--- config.mk ---
export PLATFORM = sky130hd
export DESIGN_NAME = gpc_top
export DESIGN_NICKNAME = d
export VERILOG_FILES = /design/src/gpc_pkg.sv /design/src/gpc_top.sv
export SDC_FILE = /design/constraint.sdc
export NUM_CORES = 1
export LEC_CHECK = 0
export BUFFER_PORTS_ARGS = -buffer_cell sky130_fd_sc_hd__buf_4
export CAP_MARGIN = 20
export CORE_UTILIZATION = 40
export DETAILED_ROUTE_END_ITERATION = 7
export REMOVE_ABC_BUFFERS = 1
export SETUP_SLACK_MARGIN = 0.5
export SLEW_MARGIN = 20
export SYNTH_ARGS = -nofsm -noshare
export SYNTH_HDL_FRONTEND = slang
export SYNTH_SLANG_ARGS = --single-unit
--- constraint.sdc ---
create_clock -name clk_i -period 2.8 [get_ports clk_i]
set_input_delay 0.56 -clock clk_i [delete_from_list [all_inputs] [get_ports clk_i]]
set_output_delay 0.56 -clock clk_i [all_outputs]
set_load 0.01 [all_outputs]
--- src/gpc_pkg.sv ---
// Constants shared by the three-port GPIO block
package gpc_pkg;

  // ----------------------------------------
  // Port widths and pin vector layout
  // ----------------------------------------
  localparam int PA_W = 6;
  localparam int PB_W = 8;
  localparam int PC_W = 8;
  localparam int PIN_W = 22;
  localparam int PA_LO = 0;
  localparam int PB_LO = 6;
  localparam int PC_LO = 14;

  // ----------------------------------------
  // Register indexes (byte address = 4 * index)
  // ----------------------------------------
  localparam logic [7:0] IDX_PA = 8'h05;
  localparam logic [7:0] IDX_PB = 8'h06;
  localparam logic [7:0] IDX_PC = 8'h07;
  localparam logic [7:0] IDX_INTC = 8'h0b;
  localparam logic [7:0] IDX_OPT = 8'h81;
  localparam logic [7:0] IDX_DIRA = 8'h85;
  localparam logic [7:0] IDX_DIRB = 8'h86;
  localparam logic [7:0] IDX_DIRC = 8'h87;
  localparam logic [7:0] IDX_ADC = 8'h9f;
  localparam logic [7:0] IDX_SPEC = 8'ha0;

  // ----------------------------------------
  // Field positions
  // ----------------------------------------
  localparam int OPT_PU_DIS = 7;
  localparam int OPT_EDGE = 6;
  localparam int INTC_CHG = 0;
  localparam int INTC_EXT = 1;
  localparam int SPEC_LVP = 0;
  localparam int PA_TMR = 4;
  localparam int PA_SS = 5;
  localparam int PB_INT = 0;
  localparam int PB_LVP = 3;
  localparam int CHG_LO = 4;
  localparam int CHG_W = 4;

  // ----------------------------------------
  // Reset values and masks
  // ----------------------------------------
  localparam logic [7:0] OPT_RST = 8'hff;
  localparam logic [5:0] DIRA_RST = 6'h3f;
  localparam logic [7:0] DIRB_RST = 8'hff;
  localparam logic [7:0] DIRC_RST = 8'hff;
  localparam logic [7:0] ADC_RST = 8'h00;
  localparam logic [7:0] ADC_MASK = 8'h8f;
  localparam logic [2:0] PCFG_DIGITAL = 3'h3;
  localparam logic [5:0] PA_ANA_MASK = 6'h2f;
  localparam logic [5:0] PA_OD_MASK = 6'h10;
  localparam logic [7:0] PB_LVP_MASK = 8'h08;

endpackage

--- src/gpc_top.sv ---
// Three-port GPIO block with change detect, edge input and Wishbone slave
`timescale 1ns/10ps

module gpc_top
(
  // Clock and reset
  input wire logic clk_i,
  input wire logic rst_i,
  // Wishbone slave
  input wire logic cyc_i,
  input wire logic stb_i,
  input wire logic we_i,
  input wire logic [9:0] adr_i,
  input wire logic [3:0] sel_i,
  input wire logic [31:0] dat_i,
  output logic [31:0] dat_o,
  output logic ack_o,
  // Port A pins
  input wire logic [5:0] pa_in_i,
  output logic [5:0] pa_out_o,
  output logic [5:0] pa_oe_o,
  // Port B pins
  input wire logic [7:0] pb_in_i,
  output logic [7:0] pb_out_o,
  output logic [7:0] pb_oe_o,
  output logic [7:0] pb_pullup_o,
  // Port C pins
  input wire logic [7:0] pc_in_i,
  output logic [7:0] pc_out_o,
  output logic [7:0] pc_oe_o,
  // Port C peripheral overrides
  input wire logic [7:0] pc_periph_sel_i,
  input wire logic [7:0] pc_periph_out_i,
  input wire logic [7:0] pc_periph_oe_i,
  // Alternate functions and events
  output logic [7:0] pc_pin_o,
  output logic timer_clock_o,
  output logic serial_slave_select_n_o,
  output logic [3:0] analog_pin_select_o,
  output logic lowvolt_program_mode_o,
  output logic port_change_flag_o,
  output logic ext_irq_flag_o,
  output logic wake_o
);

  // ----------------------------------------
  // State
  // ----------------------------------------
  typedef struct packed {
    logic ack;
    logic [31:0] dat;
    logic [21:0] s1;
    logic [21:0] s2;
    logic [21:0] s3;
    logic [21:0] pin;
    logic [5:0] pa_lat;
    logic [7:0] pb_lat;
    logic [7:0] pc_lat;
    logic [7:0] opt;
    logic [5:0] dir_a;
    logic [7:0] dir_b;
    logic [7:0] dir_c;
    logic [7:0] adc;
    logic lowvolt_program_mode;
    logic [3:0] pb_old;
    logic chg;
    logic ext;
    logic rb0_prev;
    logic [5:0] pa_out;
    logic [5:0] pa_oe;
    logic [7:0] pb_out;
    logic [7:0] pb_oe;
    logic [7:0] pb_pu;
    logic [7:0] pc_out;
    logic [7:0] pc_oe;
    logic wake;
  } gpc_state_s;

  gpc_state_s st;
  gpc_state_s next_st;

  // ----------------------------------------
  // Next state
  // ----------------------------------------
  always_comb
  begin
    logic [7:0] idx;
    logic req;
    logic wr;
    logic [5:0] pa_v;
    logic [7:0] pb_v;
    logic [7:0] pc_v;
    logic [5:0] ana;
    logic [3:0] mism;
    logic rb0;
    logic edge_hit;
    logic [7:0] rd;
    idx = adr_i[9:2];
    req = cyc_i && stb_i && !st.ack;
    wr = st.ack && cyc_i && stb_i && we_i && sel_i[0];
    pa_v = st.pin[gpc_pkg::PA_LO +: gpc_pkg::PA_W];
    pb_v = st.pin[gpc_pkg::PB_LO +: gpc_pkg::PB_W];
    pc_v = st.pin[gpc_pkg::PC_LO +: gpc_pkg::PC_W];
    ana = (st.adc[3:1] == gpc_pkg::PCFG_DIGITAL) ? 6'h00 : gpc_pkg::PA_ANA_MASK;
    mism = (pb_v[gpc_pkg::CHG_LO +: gpc_pkg::CHG_W] ^ st.pb_old)
      & st.dir_b[gpc_pkg::CHG_LO +: gpc_pkg::CHG_W];
    rb0 = pb_v[gpc_pkg::PB_INT];
    edge_hit = st.opt[gpc_pkg::OPT_EDGE] ? (rb0 && !st.rb0_prev)
      : (!rb0 && st.rb0_prev);
    rd = 8'h00;
    next_st = st;

    // Pin synchronisers; a change counts once stages two and three agree
    next_st.s1 = {pc_in_i, pb_in_i, pa_in_i};
    next_st.s2 = st.s1;
    next_st.s3 = st.s2;
    next_st.pin = (st.s2 & st.s3) | (st.pin & (st.s2 ^ st.s3));

    // Bus answer, one cycle after the request
    next_st.ack = req;
    if (req)
    begin
      case (idx)
        gpc_pkg::IDX_PA: rd = {2'h0, pa_v & ~ana};
        gpc_pkg::IDX_PB: rd = pb_v;
        gpc_pkg::IDX_PC: rd = pc_v;
        gpc_pkg::IDX_INTC: rd = {6'h00, st.ext, st.chg};
        gpc_pkg::IDX_OPT: rd = st.opt;
        gpc_pkg::IDX_DIRA: rd = {2'h0, st.dir_a};
        gpc_pkg::IDX_DIRB: rd = st.dir_b;
        gpc_pkg::IDX_DIRC: rd = st.dir_c;
        gpc_pkg::IDX_ADC: rd = st.adc;
        gpc_pkg::IDX_SPEC: rd = {7'h00, st.lowvolt_program_mode};
        default: rd = 8'h00;
      endcase
      next_st.dat = {24'h000000, rd};
      if (idx == gpc_pkg::IDX_PB)
      begin
        next_st.pb_old = pb_v[gpc_pkg::CHG_LO +: gpc_pkg::CHG_W];
      end
    end

    // Register writes, taken at the acknowledged edge
    if (wr)
    begin
      case (idx)
        gpc_pkg::IDX_PA: next_st.pa_lat = dat_i[5:0];
        gpc_pkg::IDX_PB: next_st.pb_lat = dat_i[7:0];
        gpc_pkg::IDX_PC: next_st.pc_lat = dat_i[7:0];
        gpc_pkg::IDX_INTC:
        begin
          next_st.chg = dat_i[gpc_pkg::INTC_CHG];
          next_st.ext = dat_i[gpc_pkg::INTC_EXT];
        end
        gpc_pkg::IDX_OPT: next_st.opt = dat_i[7:0];
        gpc_pkg::IDX_DIRA: next_st.dir_a = dat_i[5:0];
        gpc_pkg::IDX_DIRB: next_st.dir_b = dat_i[7:0];
        gpc_pkg::IDX_DIRC: next_st.dir_c = dat_i[7:0];
        gpc_pkg::IDX_ADC: next_st.adc = dat_i[7:0] & gpc_pkg::ADC_MASK;
        gpc_pkg::IDX_SPEC: next_st.lowvolt_program_mode = dat_i[gpc_pkg::SPEC_LVP];
        default: next_st.adc = st.adc;
      endcase
    end

    // Event flags; a set wins over a clear in the same cycle
    if (|mism)
    begin
      next_st.chg = 1'b1;
    end
    if (edge_hit)
    begin
      next_st.ext = 1'b1;
    end
    next_st.rb0_prev = rb0;
    next_st.wake = |mism;

    // Pin drivers
    next_st.pa_out = st.pa_lat & ~gpc_pkg::PA_OD_MASK;
    next_st.pa_oe = ~st.dir_a & ~(st.pa_lat & gpc_pkg::PA_OD_MASK);
    next_st.pb_out = st.pb_lat;
    next_st.pb_oe = ~st.dir_b & ~({8{st.lowvolt_program_mode}} & gpc_pkg::PB_LVP_MASK);
    next_st.pb_pu = {8{~st.opt[gpc_pkg::OPT_PU_DIS]}} & st.dir_b;
    next_st.pc_out = (pc_periph_sel_i & pc_periph_out_i)
      | (~pc_periph_sel_i & st.pc_lat);
    next_st.pc_oe = (pc_periph_sel_i & pc_periph_oe_i)
      | (~pc_periph_sel_i & ~st.dir_c);

    // Reset values
    if (rst_i)
    begin
      next_st = '0;
      next_st.opt = gpc_pkg::OPT_RST;
      next_st.dir_a = gpc_pkg::DIRA_RST;
      next_st.dir_b = gpc_pkg::DIRB_RST;
      next_st.dir_c = gpc_pkg::DIRC_RST;
      next_st.adc = gpc_pkg::ADC_RST;
      next_st.lowvolt_program_mode = 1'b1;
    end
  end

  always_ff @(posedge clk_i)
  begin
    st <= next_st;
  end

  // ----------------------------------------
  // Outputs
  // ----------------------------------------
  assign ack_o = st.ack;
  assign dat_o = st.dat;
  assign pa_out_o = st.pa_out;
  assign pa_oe_o = st.pa_oe;
  assign pb_out_o = st.pb_out;
  assign pb_oe_o = st.pb_oe;
  assign pb_pullup_o = st.pb_pu;
  assign pc_out_o = st.pc_out;
  assign pc_oe_o = st.pc_oe;
  assign pc_pin_o = st.pin[gpc_pkg::PC_LO +: gpc_pkg::PC_W];
  assign timer_clock_o = st.pin[gpc_pkg::PA_LO + gpc_pkg::PA_TMR];
  assign serial_slave_select_n_o = st.pin[gpc_pkg::PA_LO + gpc_pkg::PA_SS];
  assign analog_pin_select_o = st.adc[3:0];
  assign lowvolt_program_mode_o = st.lowvolt_program_mode;
  assign port_change_flag_o = st.chg;
  assign ext_irq_flag_o = st.ext;
  assign wake_o = st.wake;

  // ----------------------------------------
  // Assertions
  // ----------------------------------------
  a_ack_single_pulse: assert property (
    @(posedge clk_i) disable iff (rst_i)
    ack_o |=> !ack_o)
    else $error("ack held longer than one cycle");

  a_ack_after_req: assert property (
    @(posedge clk_i) disable iff (rst_i)
    (cyc_i && stb_i && !ack_o) |=> ack_o)
    else $error("request not answered next cycle");

  a_pb_drive_dir: assert property (
    @(posedge clk_i) disable iff (rst_i)
    ##1 (pb_oe_o[0] == !$past(st.dir_b[0])))
    else $error("port B bit 0 driver does not follow direction");

  a_pullup_out_off: assert property (
    @(posedge clk_i) disable iff (rst_i)
    ##1 ((pb_pullup_o & ~$past(st.dir_b)) == 8'h00))
    else $error("pull-up on an output pin");

  a_pullup_por_off: assert property (
    @(posedge clk_i)
    $fell(rst_i) |-> (pb_pullup_o == 8'h00) ##1 (pb_pullup_o == 8'h00))
    else $error("pull-up active after reset");

  a_change_flag_set: assert property (
    @(posedge clk_i) disable iff (rst_i)
    (|((st.pin[13:10] ^ st.pb_old) & st.dir_b[7:4])) |=> (port_change_flag_o && wake_o))
    else $error("mismatch did not set change flag");

  a_ra4_open_drain: assert property (
    @(posedge clk_i) disable iff (rst_i)
    pa_out_o[4] == 1'b0)
    else $error("open-drain pin driven high");

  a_lvp_bit3_free: assert property (
    @(posedge clk_i) disable iff (rst_i)
    (st.lowvolt_program_mode && $stable(st.lowvolt_program_mode)) |=> !pb_oe_o[3])
    else $error("bit 3 driven in programming mode");

  a_pc_override_oe: assert property (
    @(posedge clk_i) disable iff (rst_i)
    ##1 (pc_oe_o == (($past(pc_periph_sel_i) & $past(pc_periph_oe_i))
      | (~$past(pc_periph_sel_i) & ~$past(st.dir_c)))))
    else $error("port C enable does not follow override");

  a_port_a_pin_latch_unused_zero: assert property (
    @(posedge clk_i) disable iff (rst_i)
    (ack_o && (adr_i[9:2] == gpc_pkg::IDX_PA || adr_i[9:2] == gpc_pkg::IDX_DIRA))
      |-> (dat_o[31:6] == 26'h0000000))
    else $error("port A unused bits not zero");

  a_pb_out_latch: assert property (
    @(posedge clk_i) disable iff (rst_i)
    ##1 (pb_out_o == $past(st.pb_lat)))
    else $error("port B output does not follow latch");

  a_pullup_global: assert property (
    @(posedge clk_i) disable iff (rst_i)
    ##1 (pb_pullup_o == ({8{!$past(st.opt[gpc_pkg::OPT_PU_DIS])}} & $past(st.dir_b))))
    else $error("pull-ups do not follow option bit");

  a_pc_out_select: assert property (
    @(posedge clk_i) disable iff (rst_i)
    ##1 (pc_out_o == (($past(pc_periph_sel_i) & $past(pc_periph_out_i))
      | (~$past(pc_periph_sel_i) & $past(st.pc_lat)))))
    else $error("port C output does not follow select");

  a_change_out_masked: assert property (
    @(posedge clk_i) disable iff (rst_i)
    (!port_change_flag_o && !(|((st.pin[13:10] ^ st.pb_old) & st.dir_b[7:4]))
      && !(ack_o && we_i && sel_i[0] && (adr_i[9:2] == gpc_pkg::IDX_INTC)
      && dat_i[gpc_pkg::INTC_CHG])) |=> !port_change_flag_o)
    else $error("change flag set without enabled mismatch");

  a_wake_flag_level: assert property (
    @(posedge clk_i) disable iff (rst_i)
    wake_o |-> port_change_flag_o)
    else $error("wake without change flag");

  a_ext_rise_flag: assert property (
    @(posedge clk_i) disable iff (rst_i)
    ($rose(st.pin[gpc_pkg::PB_LO + gpc_pkg::PB_INT]) && st.opt[gpc_pkg::OPT_EDGE])
      |=> ext_irq_flag_o)
    else $error("rising edge did not set edge flag");

  a_ext_fall_flag: assert property (
    @(posedge clk_i) disable iff (rst_i)
    ($fell(st.pin[gpc_pkg::PB_LO + gpc_pkg::PB_INT]) && !st.opt[gpc_pkg::OPT_EDGE])
      |=> ext_irq_flag_o)
    else $error("falling edge did not set edge flag");

  a_lvp_reset_on: assert property (
    @(posedge clk_i)
    $fell(rst_i) |-> lowvolt_program_mode_o)
    else $error("programming mode off after reset");

  a_port_a_pin_latch_analog_zero: assert property (
    @(posedge clk_i) disable iff (rst_i)
    (ack_o && !we_i && (adr_i[9:2] == gpc_pkg::IDX_PA) && ($past(st.adc[3:1]) != gpc_pkg::PCFG_DIGITAL))
      |-> ((dat_o[5:0] & gpc_pkg::PA_ANA_MASK) == 6'h00))
    else $error("analog port A pin read nonzero");

  a_port_b_pin_latch_read_pins: assert property (
    @(posedge clk_i) disable iff (rst_i)
    (ack_o && !we_i && (adr_i[9:2] == gpc_pkg::IDX_PB))
      |-> (dat_o[7:0] == $past(st.pin[gpc_pkg::PB_LO +: gpc_pkg::PB_W])))
    else $error("port B read does not return pins");

  a_pa_drive_dir: assert property (
    @(posedge clk_i) disable iff (rst_i)
    ##1 (pa_oe_o == (~$past(st.dir_a) & ~($past(st.pa_lat) & gpc_pkg::PA_OD_MASK))))
    else $error("port A driver enable wrong");

  a_flag_readback: assert property (
    @(posedge clk_i) disable iff (rst_i)
    (ack_o && !we_i && (adr_i[9:2] == gpc_pkg::IDX_INTC))
      |-> (dat_o[7:0] == {6'h00, $past(st.ext), $past(st.chg)}))
    else $error("flag readback wrong");

endmodule

After elaboration in Yosys (flattened, before gate mapping)
Cells that the tools add are included.
{"block": "classes", "n_eq_ne": 11, "bitwise": 24, "muxes": 7, "n_reduce_logical": 28}
{"operator": "8-bit case mux with 10 select lines", "n": 1}
{"operator": "8-bit bitwise AND", "n": 6}
{"operator": "8-bit == test (second input constant)", "n": 6}
{"operator": "22-bit bitwise AND", "n": 2}
{"operator": "8-bit by 3-bit == test with 1-bit output (second input constant)", "n": 3}
{"operator": "8-bit inverter", "n": 3}
{"operator": "2-bit AND reduction", "n": 12}
{"operator": "22-bit OR", "n": 1}
{"operator": "22-bit bitwise XOR", "n": 1}
{"operator": "8-bit OR", "n": 2}
{"operator": "6-bit bitwise AND", "n": 2}
{"operator": "6-bit inverter", "n": 2}
{"operator": "8-bit by 4-bit == test with 1-bit output (second input constant)", "n": 1}
{"operator": "1-bit logical AND", "n": 8}
{"operator": "4-bit inverter with 8-bit output", "n": 1}
{"operator": "2-bit nonzero test", "n": 4}
{"operator": "6-bit two-way mux", "n": 1}
{"operator": "5-bit inverter with 6-bit output", "n": 1}
{"operator": "4-bit bitwise AND", "n": 1}
{"operator": "2-bit two-way mux", "n": 2}
{"operator": "4-bit OR reduction", "n": 1}
{"operator": "4-bit bitwise XOR", "n": 1}
{"operator": "3-bit by 2-bit == test with 1-bit output (second input constant)", "n": 1}
{"operator": "1-bit logical NOT", "n": 3}
{"operator": "2 further kinds", "n": 4}
{"block": "word_totals", "in_bits": 97, "ff_bits": 215, "out_inout_bits": 103, "wordCells": 98}

Depth between registers and ports, before layout
Gate-level depths: netlist (run 1).
{"block": "depth", "depth_word": 6, "mapped_depth": 7}

Worst setup path after synthesis (run 1)
No wires, ideal clock.
{"block": "synth_timing", "path_type": "input port to flip-flop", "from": "in adr_i[9]", "to": "reg st, in the netlist dat_o[6]", "path_slack_ns": 0.615, "path_buffers": 1, "arrival_time_ns": 2.081, "setup_ns": 0.103, "stages": 5, "cell_sequence": "buf_4 -> or4b_4 -> nor4b_4 -> a22oi_2 -> a2111oi_2"}
{"block": "synth_between", "elab_chain_cells": 2, "elab_cells_between_ends": 11}
{"element": "from (decl)", "line_no": "gpc_top.sv:13", "rtl": "input wire logic [9:0] adr_i,"}
{"element": "8-bit == test (tied with other cells)", "line_no": "gpc_top.sv:123", "rtl": "case (idx)"}
{"element": "8-bit case mux with 10 select lines (*)", "line_no": "gpc_top.sv:123"}
{"element": "to (signal assigned)", "line_no": "gpc_top.sv:203", "rtl": "st <= next_st;"}
{"element": "to (decl)", "line_no": "gpc_top.sv:79", "rtl": "gpc_state_s st;"}
Mark *: on every way between the ends. The rest lies on a longest branch, timed or not.
A chain may end at the register's enable or synchronous reset.

Worst setup path after layout (run 1)
{"block": "layout_timing", "from": "in adr_i[8]", "to": "reg st, in the netlist dat_o[6]"}
The elaborated chain is that of the path after synthesis.

==> metrics.cfg, run 1 <==
[power_and_ir_drop]
peakVddDrop_uv=460.0
power_leakage_nw=4.554
p_sw_share_pct=21.28
p_comb_share_pct=4.8
p_sw_mw=1.405
clkPwrFrac_pct=48.1
intPower_mw=5.194
power_density_nw_per_um2=663.9
p_seq_share_pct=47.1

[placed_design]
portBuffers=145
hpwlAfterDp_um=12540
placed_area_um2=9124
place_congestion=0.8376

[synthesis]
synthTopCellsByArea=dfxtp_1 51%, buf_4 8.7%, nor2b_1 6.2%
synth_cells=851
synth-seq-cells=214
synth.top_cell.area_share_pct=51.33
synth_cell_types=53
syn_area_um2=8347
synthFlopType=dfxtp_1
ys_seq_area_share_pct=51.33
synth_enable_flop_cells=0
async_flop_share_pct=0
yosysWarnings=0
syn_area_per_cell_um2=9.808
yosys.area.top_type=dfxtp_1

[worst_setup_path]
slowest_stage=or4b_4
endpoint_kind=flop
crit_type=in -> reg
worstPathRequired_ps=3210
r2r-start=ack_o
cp.arrival_ps=2360
cp_cell_sequence=buf_4 -> or4b_4 -> nor4b_4 -> buf_4 -> a22oi_2 -> a2111oi_2
crit_path_start_kind=primary input
cp_common_cell=buf_4
startpoint=adr_i[8]
rr_worst_depth=4
rrSetupSlack_ps=970
critPathMaxFanout=6
max_stage_delay_ps=570

[timing]
slew_viol_final=0
fmax_ghz=0.5126
finalCritPeriodShare_pct=69.68
post-route-min-period_ps=1951
tightest_slew_ps=805.0
setup_tns_ps=0
slew_headroom_pct=45.84
setup-violations-final=0
hold_viol_final=0
rsz0062_at_grt=no
skew_ps=7.477

[hold_path]
hold_depth=2
hp-start=pa_in_i[1]
hp-class=in -> reg

[floorplanning]
die_height_um=146.5
rows=52
ioPinCount=200
coreArea_um2=20360
die_w_um=146.5
die_area_um2=21450
start_util_pct=40.99

[clock_network]
post-cts-setup-buffers=0
ctsResizeCount=0
cts_root_buf=clkbuf_16
clkLatencyLatePin_ps=510
cts-buffers-inserted=24
cts.sinks=214
h-tree-depth=1
ctsHoldBuffers=0
clk_pin_slew_ps=60
clock_path_buffers=3
cts_tree=built

[route]
drt-pass1-iter-count=5
drc=0
vias=5672
ant_nets=0
viasPerCell=4.664
routedWlPerCell_um=14.86
drtIter0Drc=263
wirelength_um=18080

[finish]
antennaDiodeCount=0
final_common_cell=dfxtp_1
final_cell_mix=214 x dfxtp_1, 163 x buf_4, 119 x nor2_1, 83 x nor2b_1, 46 x mux2i_1
nets=1047
postLayoutCellArea_um2=9940
drive_above_1_share_pct=22.52
syn_to_final_growth_pct=19.08

[grt]
grt_pass1_wl_um=28460
grt_max_degree=82
gr-total-overflow=0
grt_pass1_vias=5178
track_usage_pct=16.73
antenna_found_initial=0

[flow_run]
cap_violations=0

[run_status]
run_status=finished, final reports clean

-- metal layers --
metal | track usage, % | vias to the layer above | wire length, um
li1 | - | 2884 | -
met1 | 22.54 | 2581 | 8452
met2 | 26.50 | 182 | 7968
met3 | 4.281 | 25 | 1342
met4 | 4.479 | 0 | 311
met5 | 0 | - | 0
-- critical path, delay by kind of cell --
family,cells,cell delay (ps)
AND/OR/NAND/NOR,2,1010
AO/OA/AOI/OAI,2,430
buffers and inverters,2,350
-- final timing paths --
path,endpoint
setup reg to reg,dat_o[7]
setup / recovery,dat_o[6]
hold reg to reg,pa_oe_o[4]
hold / removal,st[188]
-- cell type report --
| class | instances | area, um2 |
|---|---|---|
| Multi-Input combinational cell | 516 | 3237 |
| Tap cell | 270 | 337.8 |
| Timing Repair Buffer | 164 | 1235 |
| Clock buffer | 37 | 720.7 |
| Clock inverter | 7 | 95.09 |
| Sequential cell | 214 | 4284 |
| Fill cell | 1967 | 10430 |
| Inverter | 8 | 30.03 |
-- cells in the mapped netlist (2+ instances only) --
cell	n
a211o_1	15
a211oi_1	3
a21oi_1	42
a222oi_1	2
a22o_1	5
a22oi_1	7
a31oi_1	3
and2_1	10
and3_1	3
and3b_1	4
buf_1	2
buf_2	6
buf_4	97
clkbuf_1	32
dfxtp_1	214
ha_1	22
inv_1	8
mux2_2	4
mux2i_1	46
nand2_1	43
nand3_1	15
nand3b_1	21
nand4b_1	3
nor2_1	119
nor2b_1	83
nor3_1	5
nor4_1	3
nor4_2	2
o21ai_0	3
or3_1	3
xor2_1	4
-- metrics by stage --
step                      power, mW  cells  worst slack (ps)  util, %  hold slack (ps)
after detailed placement      3.494   1172             320.2    44.80            412.5
after global placement        3.492   1172             334.4    44.80            409.2
final                         6.599   1216             849.0    48.81            262.6
after global routing          6.860   1216             769.7    48.81            254.5
after floorplan               3.290    738             133.9        -            393.8
after CTS                     6.698   1216             848.7    48.81            245.4
-- sequential cells by signal, indices dropped and copies added, names as in the netlist, 4 cells and up --
| register | cells |
|---|---|
| pb_out_o | 8 |
| pc_out_o | 8 |
| st | 136 |
| pa_out_o | 5 |
| dat_o | 8 |
| pb_pullup_o | 8 |
| pc_pin_o | 8 |
| analog_pin_select_o | 4 |
| pa_oe_o | 6 |
| pb_oe_o | 8 |
| pc_oe_o | 8 |
-- power groups by stage --
stage / logic (mW) / registers, mW / clock network [mW]
floorplan: 0.109 / 3.18 / 0
global placement: 0.314 / 3.18 / 0
detailed placement: 0.316 / 3.18 / 0
CTS: 0.316 / 3.11 / 3.27
global route: 0.346 / 3.11 / 3.40
finish: 0.314 / 3.11 / 3.17
-- cell families after synthesis --
family,count (synthesis),share of synthesized area (%)
adders and majority gates,22,3.298
DFF,214,51.33
and+or+nand+nor,322,20.10
muxes,51,6.326
other,1,0.04493
AOI/OAI and AO/OA,91,7.405
buffers and inverters,145,10.97
xor gates and xnor gates,5,0.5246
Note: power is estimated with default switching activity, not from simulation.
==> inputs of run 2 (changes only) <==
Settings changed: ABC_AREA from default to 1.
Clock period 2.8 ns to 1.95 ns, I/O delays scaled along.
==> metrics.cfg, run 2 <==
[grt]
track_usage_pct=16.71  ; -0.022 points
grt_max_degree=69  ; -16%
grt_pass1_vias=5771  ; +11%
gr-total-overflow=0  ; unchanged
antenna_found_initial=0  ; unchanged
grt_pass1_wl_um=29170  ; +2.5%

[finish]
largest_reg_flops=136  ; unchanged
regMostFlops=st
final_common_cell=dfxtp_1
nets=1248  ; +19%
antennaDiodeCount=0  ; unchanged
syn_to_final_growth_pct=18.65
final_cell_mix=206 x dfxtp_1, 188 x nor2_1, 160 x buf_4, 138 x inv_1, 100 x nand2_1
drive_above_1_share_pct=20.54  ; -2.0 points
fillers=2008  ; +2.1%

[timing]
fmax_ghz=0.7059
setup_tns_ps=0  ; unchanged
slew_viol_final=0  ; unchanged
finalCritPeriodShare_pct=72.65
hold_viol_final=0  ; unchanged
post-route-min-period_ps=1417
skew_ps=14.11  ; +6.631 ps
setup-violations-final=0  ; unchanged
rsz0062_at_grt=no

[placed_design]
portBuffers=145  ; unchanged
hpwlAfterDp_um=13140  ; +4.8%
place_congestion=0.8270  ; -1.3%

[worst_setup_path]
rr_worst_depth=5  ; +1
endpoint_kind=output pin
max_stage_delay_ps=380  ; -190 ps
timing.rr.end=dat_o[4]
worstPathRequired_ps=1560  ; -1650 ps
cp_cell_sequence=buf_4
cp.arrival_ps=1030  ; -1330 ps
slowest_stage=dfxtp_1
endpoint=pc_pin_o[7]
startpoint=pc_pin_o[7]
crit_buf_inv=1  ; -1
cp.depth=1  ; -5
cp_top_family=flip-flops
crit_type=reg -> out
crit_path_start_kind=flop
rrSetupSlack_ps=650  ; -320 ps
r2r-start=ack_o
critPathMaxFanout=3  ; -3

[synthesis]
async_flop_share_pct=0  ; unchanged
synthXorXnorAreaFrac_pct=0  ; -0.52 points
yosys-top-cells-count=214 x dfxtp_1, 188 x nor2_1, 138 x inv_1
synth_compound_area_share_pct=10.32  ; +2.9 points
yosys.area.top_type=dfxtp_1
synth-seq-cells=214  ; unchanged
yosysWarnings=0  ; unchanged
synthSimpleGateAreaFrac_pct=18.75  ; -1.3 points
synth_cell_types=28  ; -47%
syn_area_um2=8459  ; +1.3%
synth.top_cell.area_share_pct=50.64  ; -0.68 points
synthTopCellsByArea=dfxtp_1 51%, buf_4 9.1%, nor2_1 8.3%
synthFlopType=dfxtp_1
synthAdderAreaFrac_pct=3.254  ; -0.044 points
synth_enable_flop_cells=0  ; unchanged
synth_top_family_by_area=simple AND/OR/NAND/NOR gates
synthMuxAreaShare_pct=0  ; -6.3 points
syn_area_per_cell_um2=8.095  ; -17%
yosysMostFrequentCell=dfxtp_1
synth_cells=1045  ; +23%
ys_seq_area_share_pct=50.64  ; -0.68 points

[floorplanning]
die_w_um=147.4  ; +0.66%
coreArea_um2=20490  ; +0.64%
rows=52  ; unchanged
ioPinCount=200  ; unchanged
die_area_um2=21730  ; +1.3%
die_height_um=147.4  ; +0.66%
start_util_pct=41.28  ; +0.29 points

[clock_network]
clk_pin_slew_ps=60  ; about the same
cts_tree=built
clkLatencyLatePin_ps=500  ; about the same
cts_root_buf=clkbuf_16
cts.sinks=214  ; unchanged
clock_path_buffers=3  ; unchanged
h-tree-depth=1  ; unchanged
cts-buffers-inserted=23  ; -4.2%

[route]
routedWlPerCell_um=12.97  ; -13%
wirelength_um=18340  ; +1.5%
viasPerCell=4.439  ; -4.8%
ant_nets=0  ; unchanged
vias=6277  ; +11%
drtIter0Drc=294  ; +12%
drc=0  ; unchanged
drt-pass1-iter-count=4  ; -1

[power_and_ir_drop]
power_leakage_nw=4.833  ; +6.1%
power.total_mw=9.298  ; +41%
power_density_nw_per_um2=926.4  ; +40%
peakVddDrop_uv=566.9  ; +23%

[run_status]
run_status=finished, final reports clean

[hold_path]
hold_depth=3  ; +1
hp-class=in -> reg

[flow_run]
cap_violations=0  ; unchanged

## run 2: tightest hold or removal path: cells and delay by family
family                 cells  cell delay (ps)
buffers and inverters      2              100
AND/OR/NAND/NOR            1               60
## run 2: how the worst min path moves through the flow
stage	startpoint	endpoint	slack, ps
finish	pa_in_i[3]	st[190]	90
global route	pa_in_i[0]	st[187]	80
CTS	pa_in_i[0]	st[187]	80
floorplan	st[187]	st[165]	390
detailed placement	st[188]	st[166]	390
global placement	st[204]	st[182]	390
## run 2: power breakdown
part	total [mW]	switching [mW]	internal (mW)	leakage, nW
clock network	4.36	1.68	2.68	0.373
registers	4.47	0.0255	4.45	1.74
logic	0.467	0.272	0.195	2.72
## run 2: final cells by class
type	count	area, um2	area share, %
Clock buffer	31	635.6	6.333
Multi-Input combinational cell	584	2829	28.19
Inverter	142	533.0	5.310
Timing Repair Buffer	164	1281	12.76
Tap cell	270	337.8	3.366
Sequential cell	214	4294	42.78
Clock inverter	9	126.4	1.259
## run 2: cells by family (layout without fill, tap and decap cells)
group	after synthesis	in the layout
buffers and inverters	271	346
flip-flops	214	214
AO/OA/AOI/OAI	173	173
other	1	25
adder cells (fa/ha/maj)	22	22
AND/OR/NAND/NOR	364	364
## run 2: through the flow
step	std cells	util (%)	instance area (um2)	hold slack, ps	setup WS [ps]
after floorplan	940	-	7646	388.3	158.6
after global placement	1372	45.07	9238	388.3	180.3
after detailed placement	1372	45.07	9238	392.2	169.5
after CTS	1414	48.95	10030	76.14	502.3
after global routing	1414	48.97	10040	84.56	500.5
final	1414	48.97	10040	87.16	533.4
## run 2: per-layer routing
layer	vias to the layer above	share of wire (%)	GRT usage (%)
met5	-	0	0
met4	0	2.5	5.515
met3	35	6.9	3.611
met2	192	45	28.35
met1	2754	45	21.02
li1	3296	-	-
## run 2: repair_timing
item	4_1_cts	5_1_grt
pin swaps	1	1
endpoints found under the setup margin	5	7
setup buffers	2	0
resized for setup	4	6
hold buffers	0	0
